### src/include/dcss_map.vh
// Purpose: constants for the deflection control switches and status block
// Assumes: included once per design file by bare name
// Notes: subaddresses, bit positions, defaults and bus addresses
`ifndef DCSS_MAP_VH
`define DCSS_MAP_VH
`define DCSS_WR_ADDR 8'h8c
`define DCSS_RD_ADDR 8'h8d
`define DCSS_SUB_HDUTY 8'h00
`define DCSS_SUB_BREF 8'h03
`define DCSS_SUB_BPH 8'h07
`define DCSS_SUB_DYN 8'h15
`define DCSS_SUB_SW16 8'h16
`define DCSS_SUB_SW17 8'h17
`define DCSS_ALIGN_BIT 7
`define DCSS_LOCK_EN_BIT 0
`define DCSS_INH_EN_BIT 1
`define DCSS_PUMP_BIT 2
`define DCSS_MOIRE_BIT 3
`define DCSS_DET_CLR_BIT 4
`define DCSS_SRC_SEL_BIT 5
`define DCSS_SRC_AUTO_BIT 6
`define DCSS_ALARM_CLR_BIT 7
`define DCSS_BLANK_BIT 0
`define DCSS_VERT_RAMP_OUT_EN_BIT 1
`define DCSS_HB_EN_BIT 2
`define DCSS_EDGE_BIT 3
`define DCSS_RST_DATA 8'h00
`define DCSS_RST_SW16 8'h43
`define DCSS_RST_SW17 8'h01
`define DCSS_CLK_NS 10
`define DCSS_SOFT_NS 100000
`define DCSS_BPLUS_NS 500
`endif

### src/dcss_top.v
// Purpose: switch registers, status byte and serial slave of the deflection control
// Assumes: all pin inputs asynchronous to SYS_CLK_I; serial clock far below system clock
// Notes: analog waveforms are outside; this block steers them with digital controls
`timescale 1ns/100ps
`include "dcss_map.vh"

module dcss_top #(
	parameter SOFT_CYC = `DCSS_SOFT_NS / `DCSS_CLK_NS,
	parameter POL_W = 8
) (
	input wire SYS_CLK_I,
	input wire RESET_N_I,
	input wire SCL_I,
	input wire SDA_I,
	input wire VERT_SYNC_IN_I,
	input wire COMPOSITE_SYNC_IN_I,
	input wire EXTRACTED_VSYNC_I,
	input wire VERT_DISCHARGE_I,
	input wire FLYBACK_I,
	input wire HORIZ_TIMEBASE_I,
	input wire MOIRE_I,
	input wire OVERVOLT_I,
	input wire VERT_AMP_UNLOCKED_I,
	input wire HORIZ_LOOP_UNLOCKED_I,
	input wire SUPPLY_OK_I,
	input wire EXT_SAWTOOTH_I,
	output reg SDA_O,
	output reg SDA_OE_O,
	output reg HORIZ_DRIVE_OUT_O,
	output reg BPLUS_DRIVE_OUT_O,
	output reg VERT_RAMP_ENABLE_O,
	output reg LOCK_BLANK_PIN_O,
	output reg LOOP_INHIBIT_O,
	output reg LOOP_PUMP_CURRENT_O,
	output reg MOIRE_OUT_O,
	output reg DYN_CORR_POLARITY_O,
	output reg VERT_SOURCE_O,
	output reg HORIZ_SOFT_START_O,
	output reg BPLUS_SOFT_START_O,
	output reg [6:0] HORIZ_DUTY_O,
	output reg [6:0] BPLUS_REF_O
);

	localparam BPLUS_CYC = (`DCSS_BPLUS_NS + `DCSS_CLK_NS - 1) / `DCSS_CLK_NS;
	localparam ST_IDLE = 5'b00001;
	localparam ST_RX = 5'b00010;
	localparam ST_ACK = 5'b00100;
	localparam ST_TX = 5'b01000;
	localparam ST_TXACK = 5'b10000;

	// ---------------------------------------------------------------
	// input synchronisers
	// ---------------------------------------------------------------
	reg [14:0] in_s1;
	reg [14:0] in_s2;
	reg [14:0] in_d;
	wire [14:0] pins_in;

	assign pins_in = {EXT_SAWTOOTH_I, SUPPLY_OK_I, HORIZ_LOOP_UNLOCKED_I, VERT_AMP_UNLOCKED_I,
		OVERVOLT_I, MOIRE_I, HORIZ_TIMEBASE_I, FLYBACK_I, VERT_DISCHARGE_I,
		EXTRACTED_VSYNC_I, COMPOSITE_SYNC_IN_I, VERT_SYNC_IN_I, SDA_I, SCL_I, 1'b0};

	// two stages, then one more stage for edge finding
	always @(posedge SYS_CLK_I or negedge RESET_N_I)
	begin
		if (!RESET_N_I)
		begin
			in_s1 <= 15'h0000;
			in_s2 <= 15'h0000;
			in_d <= 15'h0000;
		end
		else
		begin
			in_s1 <= pins_in;
			in_s2 <= in_s1;
			in_d <= in_s2;
		end
	end

	wire scl = in_s2[1];
	wire sda = in_s2[2];
	wire vert_sync_in = in_s2[3];
	wire comp = in_s2[4];
	wire extr = in_s2[5];
	wire disch = in_s2[6];
	wire hdrv = in_s2[8];
	wire moire = in_s2[9];
	wire xray = in_s2[10];
	wire supply = in_s2[13];
	wire [14:0] rise = in_s2 & ~in_d;
	wire [14:0] fall = ~in_s2 & in_d;
	wire i2c_start = scl & in_d[1] & in_d[2] & ~sda;
	wire i2c_stop = scl & in_d[1] & ~in_d[2] & sda;

	// saturating up/down count toward the dominant level
	function [POL_W-1:0] pol_step;
		input [POL_W-1:0] cnt;
		input up;
		begin
			if (up)
				pol_step = (&cnt) ? cnt : cnt + 1'b1;
			else
				pol_step = (|cnt) ? cnt - 1'b1 : cnt;
		end
	endfunction

	// ---------------------------------------------------------------
	// serial slave
	// ---------------------------------------------------------------
	reg [4:0] state;
	reg [3:0] bitc;
	reg [7:0] shreg;
	reg [7:0] tx;
	reg [1:0] bytec;
	reg rd_mode;
	reg [7:0] sub;
	reg wr_stb;
	reg [7:0] wr_sub;
	reg [7:0] wr_data;
	wire [7:0] status;

	// start and stop win over any state; no answer without supply
	always @(posedge SYS_CLK_I or negedge RESET_N_I)
	begin
		if (!RESET_N_I)
		begin
			state <= ST_IDLE;
			bitc <= 4'h0;
			shreg <= 8'h00;
			tx <= 8'h00;
			bytec <= 2'h0;
			rd_mode <= 1'b0;
			sub <= 8'h00;
			wr_stb <= 1'b0;
			wr_sub <= 8'h00;
			wr_data <= 8'h00;
			SDA_O <= 1'b0;
			SDA_OE_O <= 1'b0;
		end
		else
		begin
			wr_stb <= 1'b0;
			SDA_O <= 1'b0;
			if (!supply)
			begin
				state <= ST_IDLE;
				SDA_OE_O <= 1'b0;
			end
			else if (i2c_start)
			begin
				state <= ST_RX;
				bitc <= 4'h0;
				bytec <= 2'h0;
				SDA_OE_O <= 1'b0;
			end
			else if (i2c_stop)
			begin
				state <= ST_IDLE;
				SDA_OE_O <= 1'b0;
			end
			else
			begin
				case (state)
				ST_RX:
				begin
					if (rise[1] && bitc != 4'h8)
					begin
						shreg <= {shreg[6:0], sda};
						bitc <= bitc + 4'h1;
					end
					else if (fall[1] && bitc == 4'h8)
					begin
						state <= ST_ACK;
						SDA_OE_O <= 1'b1;
						if (bytec == 2'h0)
						begin
							rd_mode <= shreg[0];
							if (shreg != `DCSS_WR_ADDR && shreg != `DCSS_RD_ADDR)
							begin
								state <= ST_IDLE;
								SDA_OE_O <= 1'b0;
							end
						end
						else if (bytec == 2'h1)
							sub <= shreg;
						else
						begin
							wr_stb <= 1'b1; // commit at the acknowledge
							wr_sub <= sub;
							wr_data <= shreg;
							sub <= sub + 8'h01;
						end
					end
				end
				ST_ACK:
				begin
					if (fall[1])
					begin
						bytec <= (bytec == 2'h2) ? bytec : bytec + 2'h1;
						bitc <= 4'h0;
						SDA_OE_O <= 1'b0;
						state <= ST_RX;
						if (rd_mode && bytec == 2'h0)
						begin
							state <= ST_TX;
							tx <= {status[6:0], 1'b0};
							SDA_OE_O <= ~status[7];
							bitc <= 4'h1;
						end
					end
				end
				ST_TX:
				begin
					if (fall[1])
					begin
						if (bitc == 4'h8)
						begin
							SDA_OE_O <= 1'b0;
							state <= ST_TXACK;
						end
						else
						begin
							SDA_OE_O <= ~tx[7];
							tx <= {tx[6:0], 1'b0};
							bitc <= bitc + 4'h1;
						end
					end
				end
				ST_TXACK:
				begin
					// master nak ends the read; ack repeats the status byte
					if (rise[1] && sda)
						state <= ST_IDLE;
					else if (fall[1])
					begin
						state <= ST_TX;
						tx <= {status[6:0], 1'b0};
						SDA_OE_O <= ~status[7];
						bitc <= 4'h1;
					end
				end
				default:
					state <= ST_IDLE;
				endcase
			end
		end
	end

	// ---------------------------------------------------------------
	// control registers, write-only
	// ---------------------------------------------------------------
	reg [7:0] duty_reg;
	reg [7:0] bref_reg;
	reg bplus_phase_select;
	reg dyn_corr_polarity;
	reg [7:0] sw16;
	reg [7:0] sw17;
	wire wr16 = wr_stb && wr_sub == `DCSS_SUB_SW16;
	wire detect_flags_clear = wr16 && wr_data[`DCSS_DET_CLR_BIT];
	wire overvolt_alarm_clear = wr16 && wr_data[`DCSS_ALARM_CLR_BIT];

	// clear bits are never stored, so they stay zero in sw16 after the write
	always @(posedge SYS_CLK_I or negedge RESET_N_I)
	begin
		if (!RESET_N_I)
		begin
			duty_reg <= `DCSS_RST_DATA;
			bref_reg <= `DCSS_RST_DATA;
			bplus_phase_select <= 1'b0;
			dyn_corr_polarity <= 1'b0;
			sw16 <= `DCSS_RST_SW16;
			sw17 <= `DCSS_RST_SW17;
		end
		else if (!supply)
		begin
			duty_reg <= `DCSS_RST_DATA;
			bref_reg <= `DCSS_RST_DATA;
			bplus_phase_select <= 1'b0;
			dyn_corr_polarity <= 1'b0;
			sw16 <= `DCSS_RST_SW16;
			sw17 <= `DCSS_RST_SW17;
		end
		else if (wr_stb)
		begin
			case (wr_sub)
			`DCSS_SUB_HDUTY: duty_reg <= wr_data;
			`DCSS_SUB_BREF: bref_reg <= wr_data;
			`DCSS_SUB_BPH: bplus_phase_select <= wr_data[7];
			`DCSS_SUB_DYN: dyn_corr_polarity <= wr_data[7];
			`DCSS_SUB_SW16: sw16 <= wr_data & 8'h6f;
			`DCSS_SUB_SW17: sw17 <= wr_data;
			default: sw17 <= sw17;
			endcase
		end
	end

	// ---------------------------------------------------------------
	// status flags and source selection
	// ---------------------------------------------------------------
	reg vert_input_seen;
	reg composite_input_seen;
	reg extracted_vert_seen;
	reg overvolt_alarm;
	reg [POL_W-1:0] vert_input_polarity_cnt;
	reg [POL_W-1:0] cpol_cnt;
	wire vert_source_auto = sw16[`DCSS_SRC_AUTO_BIT];

	assign status = {in_s2[12], in_s2[11], overvolt_alarm, cpol_cnt[POL_W-1],
		vert_input_polarity_cnt[POL_W-1], extracted_vert_seen, composite_input_seen, vert_input_seen};

	// set wins over clear so a pulse in the clear cycle is kept
	always @(posedge SYS_CLK_I or negedge RESET_N_I)
	begin
		if (!RESET_N_I)
		begin
			vert_input_seen <= 1'b0;
			composite_input_seen <= 1'b0;
			extracted_vert_seen <= 1'b0;
			overvolt_alarm <= 1'b0;
			vert_input_polarity_cnt <= {POL_W{1'b0}};
			cpol_cnt <= {POL_W{1'b0}};
			VERT_SOURCE_O <= 1'b0;
		end
		else
		begin
			vert_input_seen <= rise[3] | (vert_input_seen & ~detect_flags_clear);
			composite_input_seen <= rise[4] | (composite_input_seen & ~detect_flags_clear);
			extracted_vert_seen <= rise[5] | (extracted_vert_seen & ~detect_flags_clear);
			overvolt_alarm <= xray | (overvolt_alarm & ~overvolt_alarm_clear);
			vert_input_polarity_cnt <= pol_step(vert_input_polarity_cnt, vert_sync_in);
			cpol_cnt <= pol_step(cpol_cnt, comp);
			if (!vert_source_auto)
				VERT_SOURCE_O <= sw16[`DCSS_SRC_SEL_BIT];
			else if (VERT_SOURCE_O && !vert_input_seen && extracted_vert_seen)
				VERT_SOURCE_O <= 1'b0;
			else if (!VERT_SOURCE_O && !extracted_vert_seen && vert_input_seen)
				VERT_SOURCE_O <= 1'b1;
		end
	end

	// ---------------------------------------------------------------
	// drives, blanking and timed updates
	// ---------------------------------------------------------------
	reg blank;
	reg hb_en_d;
	reg [7:0] bcnt;
	reg [31:0] ss_cnt;
	wire hb_en = sw17[`DCSS_HB_EN_BIT] & supply;
	wire drive_run = hb_en & ~overvolt_alarm;
	wire vsel_rise = VERT_SOURCE_O ? rise[3] : rise[5];
	wire moire_internal = ~sw16[`DCSS_MOIRE_BIT];
	wire hdrv_mod = (moire_internal & moire) ? in_d[8] : hdrv;
	wire edge_hit = sw17[`DCSS_EDGE_BIT] ? rise[8] : fall[8];
	wire bplus_start = bplus_phase_select ? edge_hit : fall[7];
	wire ss_go = hb_en & ~hb_en_d;

	// delayed data moves only on discharge when aligned
	always @(posedge SYS_CLK_I or negedge RESET_N_I)
	begin
		if (!RESET_N_I)
		begin
			HORIZ_DUTY_O <= 7'h00;
			BPLUS_REF_O <= 7'h00;
		end
		else
		begin
			// immediate data comes from the strobe, the stored byte lands one cycle later
			if (!supply)
				HORIZ_DUTY_O <= 7'h00;
			else if (wr_stb && wr_sub == `DCSS_SUB_HDUTY && !wr_data[`DCSS_ALIGN_BIT])
				HORIZ_DUTY_O <= wr_data[6:0];
			else if (rise[6] && duty_reg[`DCSS_ALIGN_BIT])
				HORIZ_DUTY_O <= duty_reg[6:0];
			if (!supply)
				BPLUS_REF_O <= 7'h00;
			else if (wr_stb && wr_sub == `DCSS_SUB_BREF && !wr_data[`DCSS_ALIGN_BIT])
				BPLUS_REF_O <= wr_data[6:0];
			else if (rise[6] && bref_reg[`DCSS_ALIGN_BIT])
				BPLUS_REF_O <= bref_reg[6:0];
		end
	end

	// write strobe data is one cycle ahead of the stored byte, hence wr_data above
	always @(posedge SYS_CLK_I or negedge RESET_N_I)
	begin
		if (!RESET_N_I)
		begin
			blank <= 1'b0;
			hb_en_d <= 1'b0;
			bcnt <= 8'h00;
			ss_cnt <= 32'h0;
			HORIZ_DRIVE_OUT_O <= 1'b1;
			BPLUS_DRIVE_OUT_O <= 1'b0;
			VERT_RAMP_ENABLE_O <= 1'b0;
			LOCK_BLANK_PIN_O <= 1'b0;
			LOOP_INHIBIT_O <= 1'b0;
			LOOP_PUMP_CURRENT_O <= 1'b0;
			MOIRE_OUT_O <= 1'b0;
			DYN_CORR_POLARITY_O <= 1'b0;
			HORIZ_SOFT_START_O <= 1'b0;
			BPLUS_SOFT_START_O <= 1'b0;
		end
		else
		begin
			if (sw17[`DCSS_BLANK_BIT])
				blank <= 1'b1;
			else if (vsel_rise)
				blank <= 1'b1;
			else if (fall[6])
				blank <= 1'b0;
			LOCK_BLANK_PIN_O <= blank | (sw16[`DCSS_LOCK_EN_BIT] & in_s2[12]);
			LOOP_INHIBIT_O <= sw16[`DCSS_INH_EN_BIT] & extr;
			LOOP_PUMP_CURRENT_O <= sw16[`DCSS_PUMP_BIT];
			MOIRE_OUT_O <= ~moire_internal & moire;
			DYN_CORR_POLARITY_O <= dyn_corr_polarity;
			VERT_RAMP_ENABLE_O <= sw17[`DCSS_VERT_RAMP_OUT_EN_BIT] & supply;
			HORIZ_DRIVE_OUT_O <= drive_run ? hdrv_mod : 1'b1;
			// fixed-width B+ pulse from the chosen start event
			if (!hb_en)
				bcnt <= 8'h00;
			else if (bplus_start)
				bcnt <= BPLUS_CYC[7:0];
			else if (bcnt != 8'h00)
				bcnt <= bcnt - 8'h01;
			BPLUS_DRIVE_OUT_O <= hb_en & (bcnt != 8'h00);
			hb_en_d <= hb_en;
			if (ss_go)
				ss_cnt <= SOFT_CYC;
			else if (ss_cnt != 32'h0)
				ss_cnt <= ss_cnt - 32'h1;
			HORIZ_SOFT_START_O <= ss_cnt != 32'h0;
			BPLUS_SOFT_START_O <= (ss_cnt != 32'h0) & in_s2[14];
		end
	end

endmodule

### config.mk
export PLATFORM = sky130hd
export DESIGN_NAME = dcss_top
export DESIGN_NICKNAME = d
export VERILOG_FILES = /design/src/dcss_top.v
export VERILOG_INCLUDE_DIRS = /design/src /design/src/include
export SDC_FILE = /design/constraint.sdc
export NUM_CORES = 1
export LEC_CHECK = 0
export ABC_AREA = 1
export BUFFER_PORTS_ARGS = -buffer_cell sky130_fd_sc_hd__buf_4
export CORE_MARGIN = 10
export CORE_UTILIZATION = 50
export DETAILED_ROUTE_END_ITERATION = 8
export GPL_TIMING_DRIVEN = 0
export HOLD_SLACK_MARGIN = 0.1
export PLACE_DENSITY = 0.68
export SYNTH_ARGS = -nofsm -noshare
export SYNTH_HDL_FRONTEND = slang
export SYNTH_SLANG_ARGS = --single-unit
### constraint.sdc
create_clock -name SYS_CLK_I -period 4.7 [get_ports SYS_CLK_I]
set_input_delay 0.235 -clock SYS_CLK_I [delete_from_list [all_inputs] [get_ports SYS_CLK_I]]
set_output_delay 0.235 -clock SYS_CLK_I [all_outputs]
set_load 0.01 [all_outputs]
==> metrics.txt <==
status finished clean; Synth Instances ~1200; startpoint types flip-flop; Gate power share between 15 and 20%; # diodes 0; Site Rows 51; Worst-Margin Slew just under 0.8 ns; synthesized cell area 10040 sq um; crit-path max cell delay about 0.37 ns; worst hold endpoint in_s2[5]; Lkg Pwr approximately 0.006 uW; critical path class reg -> reg; PD cells between 300 and 400 nW/um^2; Hold Path Class reg -> reg; Placed Cells incl. Taps between 1500 and 2000; Area after DPL 10710 sq um; top flop regs ss_cnt (32), in_s1 (14), in_s2 (14); drt drc 0; cells along the critical path inv_1 > ha_1 > nand2_2 > nor2_1 > nand2_1 > nor2_2 > nand2_2 > inv_2 > buf_6 > nand2_1 > o31ai_1; # Max-Cap Violations 0; Syn Area/Cell approximately 8.2 sq um; share of layout cells above drive strength 1 between 10% and 20%; Clock Path Buffers 3; antenna violations before repair 0; period utilization 42.71%; R2R setup slack 2.69 ns; switching power approximately 1200 uW; drt total wl roughly 22000 um; Starting Density between 50% and 60%; dpl hpwl around 16000 um; CTS buffer count 23; first-pass GRT wire length around 38000 um; worst-skew pair later-pin latency between 0.5 and 0.6 ns; Reg power frac between 40% and 50%; Fill cells ~1800; Worst path slowest cell dfrtp_1; register bit total from synthesis a little over 200; R2R Path End ss_cnt[1]; antenna-violating nets left 0; # setup viols final 0; First DRT Iteration DRCs 396; largest net degree at the start of global routing 110; RePlAce Congestion 0.9072; final non-filler cell total roughly 1600; Internal between 3000 and 4000 uW; CP Data Required Time slightly above 5 ns; Post-synth EDFFs 0; number of flip-flops in the largest register 32; Die W roughly 160 um; Post-CTS Setup Bufs 0; grt ovf 0; Pwr Total 4407 uW; Slew Viols, Final 0; Async SR Flop Fraction 100.0%; Net Count, Synth 1262; CTS root buf clkbuf_16; Die ar. between 20000 and 30000 sq um; Core ar. about 20000 sq um; largest reg by FF count ss_cnt; Netlist cell types 49; I/O Buffers around 40; vias in the first global route roughly 7900; layout net count 1344; Clock Sinks roughly 200; GRT Total Usage around 17%; Worst VDD drop approximately 340 uV; share of total power in the clock network between 30% and 40%; maximum clock frequency 0.4982 GHz; Chip Height 161.7 um; via density per instance 5.052; area growth from synthesis to layout 15.51%; Worst EP arrival ~2.4 ns; Layout Skew 0.02670 ns; Worst-path clk slew roughly 0.060 ns; critical path's top delay family simple AND/OR/NAND/NOR gates; WL/cell roughly 14 um; hold path depth 0; DR vias 8003; # IOs between 40 and 50; sequential fraction of the synthesis area 50.93%; TritonCTS clock tree done; final hold vios 0; buffers and inverters on the worst path 3; yosys warns 0; R2R depth 11; TritonRoute pass-1 iters 5; Top FF cell, synth dfrtp_1; CP endpoint kind flip-flop; worst r2r src ss_cnt[0]; post-route design area between 10000 and 15000 sq um; Slew headroom roughly 47%; H-tree levels 1; RSZ-0062 raised after global routing no; Hold Crit Start in_s1[5]; Tmin final approximately 2 ns; Worst Path Max Fanout 10; Setup TNS 0 ns; Net Sw Frac 27.37%
==> cell usage after synthesis (10+ instances only) <==
cell type | number | area share [%]
nand3_1 | 79 | 3.9
nor3_1 | 30 | 1.5
xor2_1 | 19 | 1.7
nand4_1 | 17 | 1.1
xnor2_1 | 12 | 1.0
a21oi_1 | 32 | 1.6
o21ai_0 | 103 | 5.1
nor2_1 | 149 | 5.6
o21ai_2 | 10 | 0.87
nand2_1 | 315 | 12
o21ai_1 | 11 | 0.55
inv_1 | 133 | 5.0
dfrtp_1 | 198 | 49
ha_1 | 21 | 2.6
==> power by group through the flow <==
| stage | sequential, uW | clock [uW] | combinational, uW |
|---|---|---|---|
| final | 1970 | 1720 | 719 |
| after global routing | 1980 | 1830 | 843 |
| after CTS | 1970 | 1770 | 725 |
| after detailed placement | 2000 | 0 | 710 |
| after global placement | 2000 | 0 | 695 |
| after floorplan | 1980 | 0 | 549 |
==> layer usage <==
metal / track usage (%) / part of all wire [%] / vias up
li1: - / - / 4098
met1: 22.96 / 47 / 3693
met2: 27.80 / 46 / 175
met3: 2.755 / 5.0 / 37
met4: 4.591 / 2.3 / 0
met5: 0 / 0 / -
==> through the flow <==
step	hold slack (ns)	worst slack [ns]	utilization [%]
CTS	0.3348	2.720	59.18
finish	0.3332	2.693	59.18
floorplan	-0.06059	3.005	-
global route	0.3413	2.503	59.18
detailed placement	0.3358	2.728	54.68
global placement	0.3331	1.978	54.50
==> worst reg2reg max path, stage by stage, from the launching register on <==
cell,delay [ns]
dfrtp_1,0.37
inv_1,0.13
ha_1,0.30
nand2_2,0.12
nor2_1,0.17
nand2_1,0.09
nor2_2,0.13
nand2_2,0.13
inv_2,0.16
buf_6,0.18
nand2_1,0.07
o31ai_1,0.07
==> worst max-delay path by stage <==
stage	from	to	slack (ns)	cells after the start
after floorplan	in_s2[4]	cpol_cnt[6]	3.00	7
after global placement	RESET_N_I	in_s1[1]	1.98	1
after detailed placement	bitc[0]	wr_data[4]	2.73	10
after CTS	bitc[0]	wr_data[4]	2.72	10
after global routing	ss_cnt[0]	ss_cnt[1]	2.50	11
final	ss_cnt[0]	ss_cnt[1]	2.69	11
==> cells by family after synthesis <==
kind of cell	Yosys count	synth area share [%]
flops	204	50.93
compound gates	173	9.536
simple gates	631	27.23
buf+inv	160	6.544
other cells	1	0.03736
fa+ha+maj	23	3.017
xor+xnor	31	2.705
==> placed cells by master (no fill, tap or decap), types with 2 or more instances in the layout <==
master         instances
buf_6                  5
ha_1                  21
nor4_1                 2
fa_1                   2
o21a_1                 2
dlygate4sd3_1         15
or2_2                  9
clkinv_2               3
nand4_1               17
nand2_1              315
buf_4                 43
xor2_1                19
nor2_1               149
o21ai_1               11
clkbuf_1              10
nor2_2                 7
nand3_2                3
dfrtp_1              198
nor2_4                 3
o2111ai_1              2
o21bai_1               2
and2_1                 3
a21oi_1               32
nor3_1                30
o21ai_0              103
o31ai_1                2
nor2_8                 2
buf_2                  5
dfstp_2                6
inv_1                133
clkbuf_8               8
nand2_2                5
o21ai_2               10
nand3_1               79
clkbuf_16             23
o211ai_1               3
inv_2                  6
xnor2_1               12
==> final cells by class <==
cell class | instances | area (sq um) | area share [%]
flip-flops and latches | 204 | 5112 | 44.10
multi-input cells | 859 | 4268 | 36.81
clock buffers | 34 | 696.9 | 6.011
inverters | 140 | 526.8 | 4.543
repair buffers | 57 | 493.0 | 4.252
well taps | 265 | 331.6 | 2.860
plain buffers | 20 | 130.1 | 1.122
clock inverters | 5 | 35.03 | 0.3022
==> repair_timing <==
action | CTS | global route
endpoints found under the setup margin | 0 | 0
resized for setup | 0 | 0
endpoints found under the hold margin | 118 | 0
hold buffers | 15 | 0
Power figures use the tool's default switching activity.
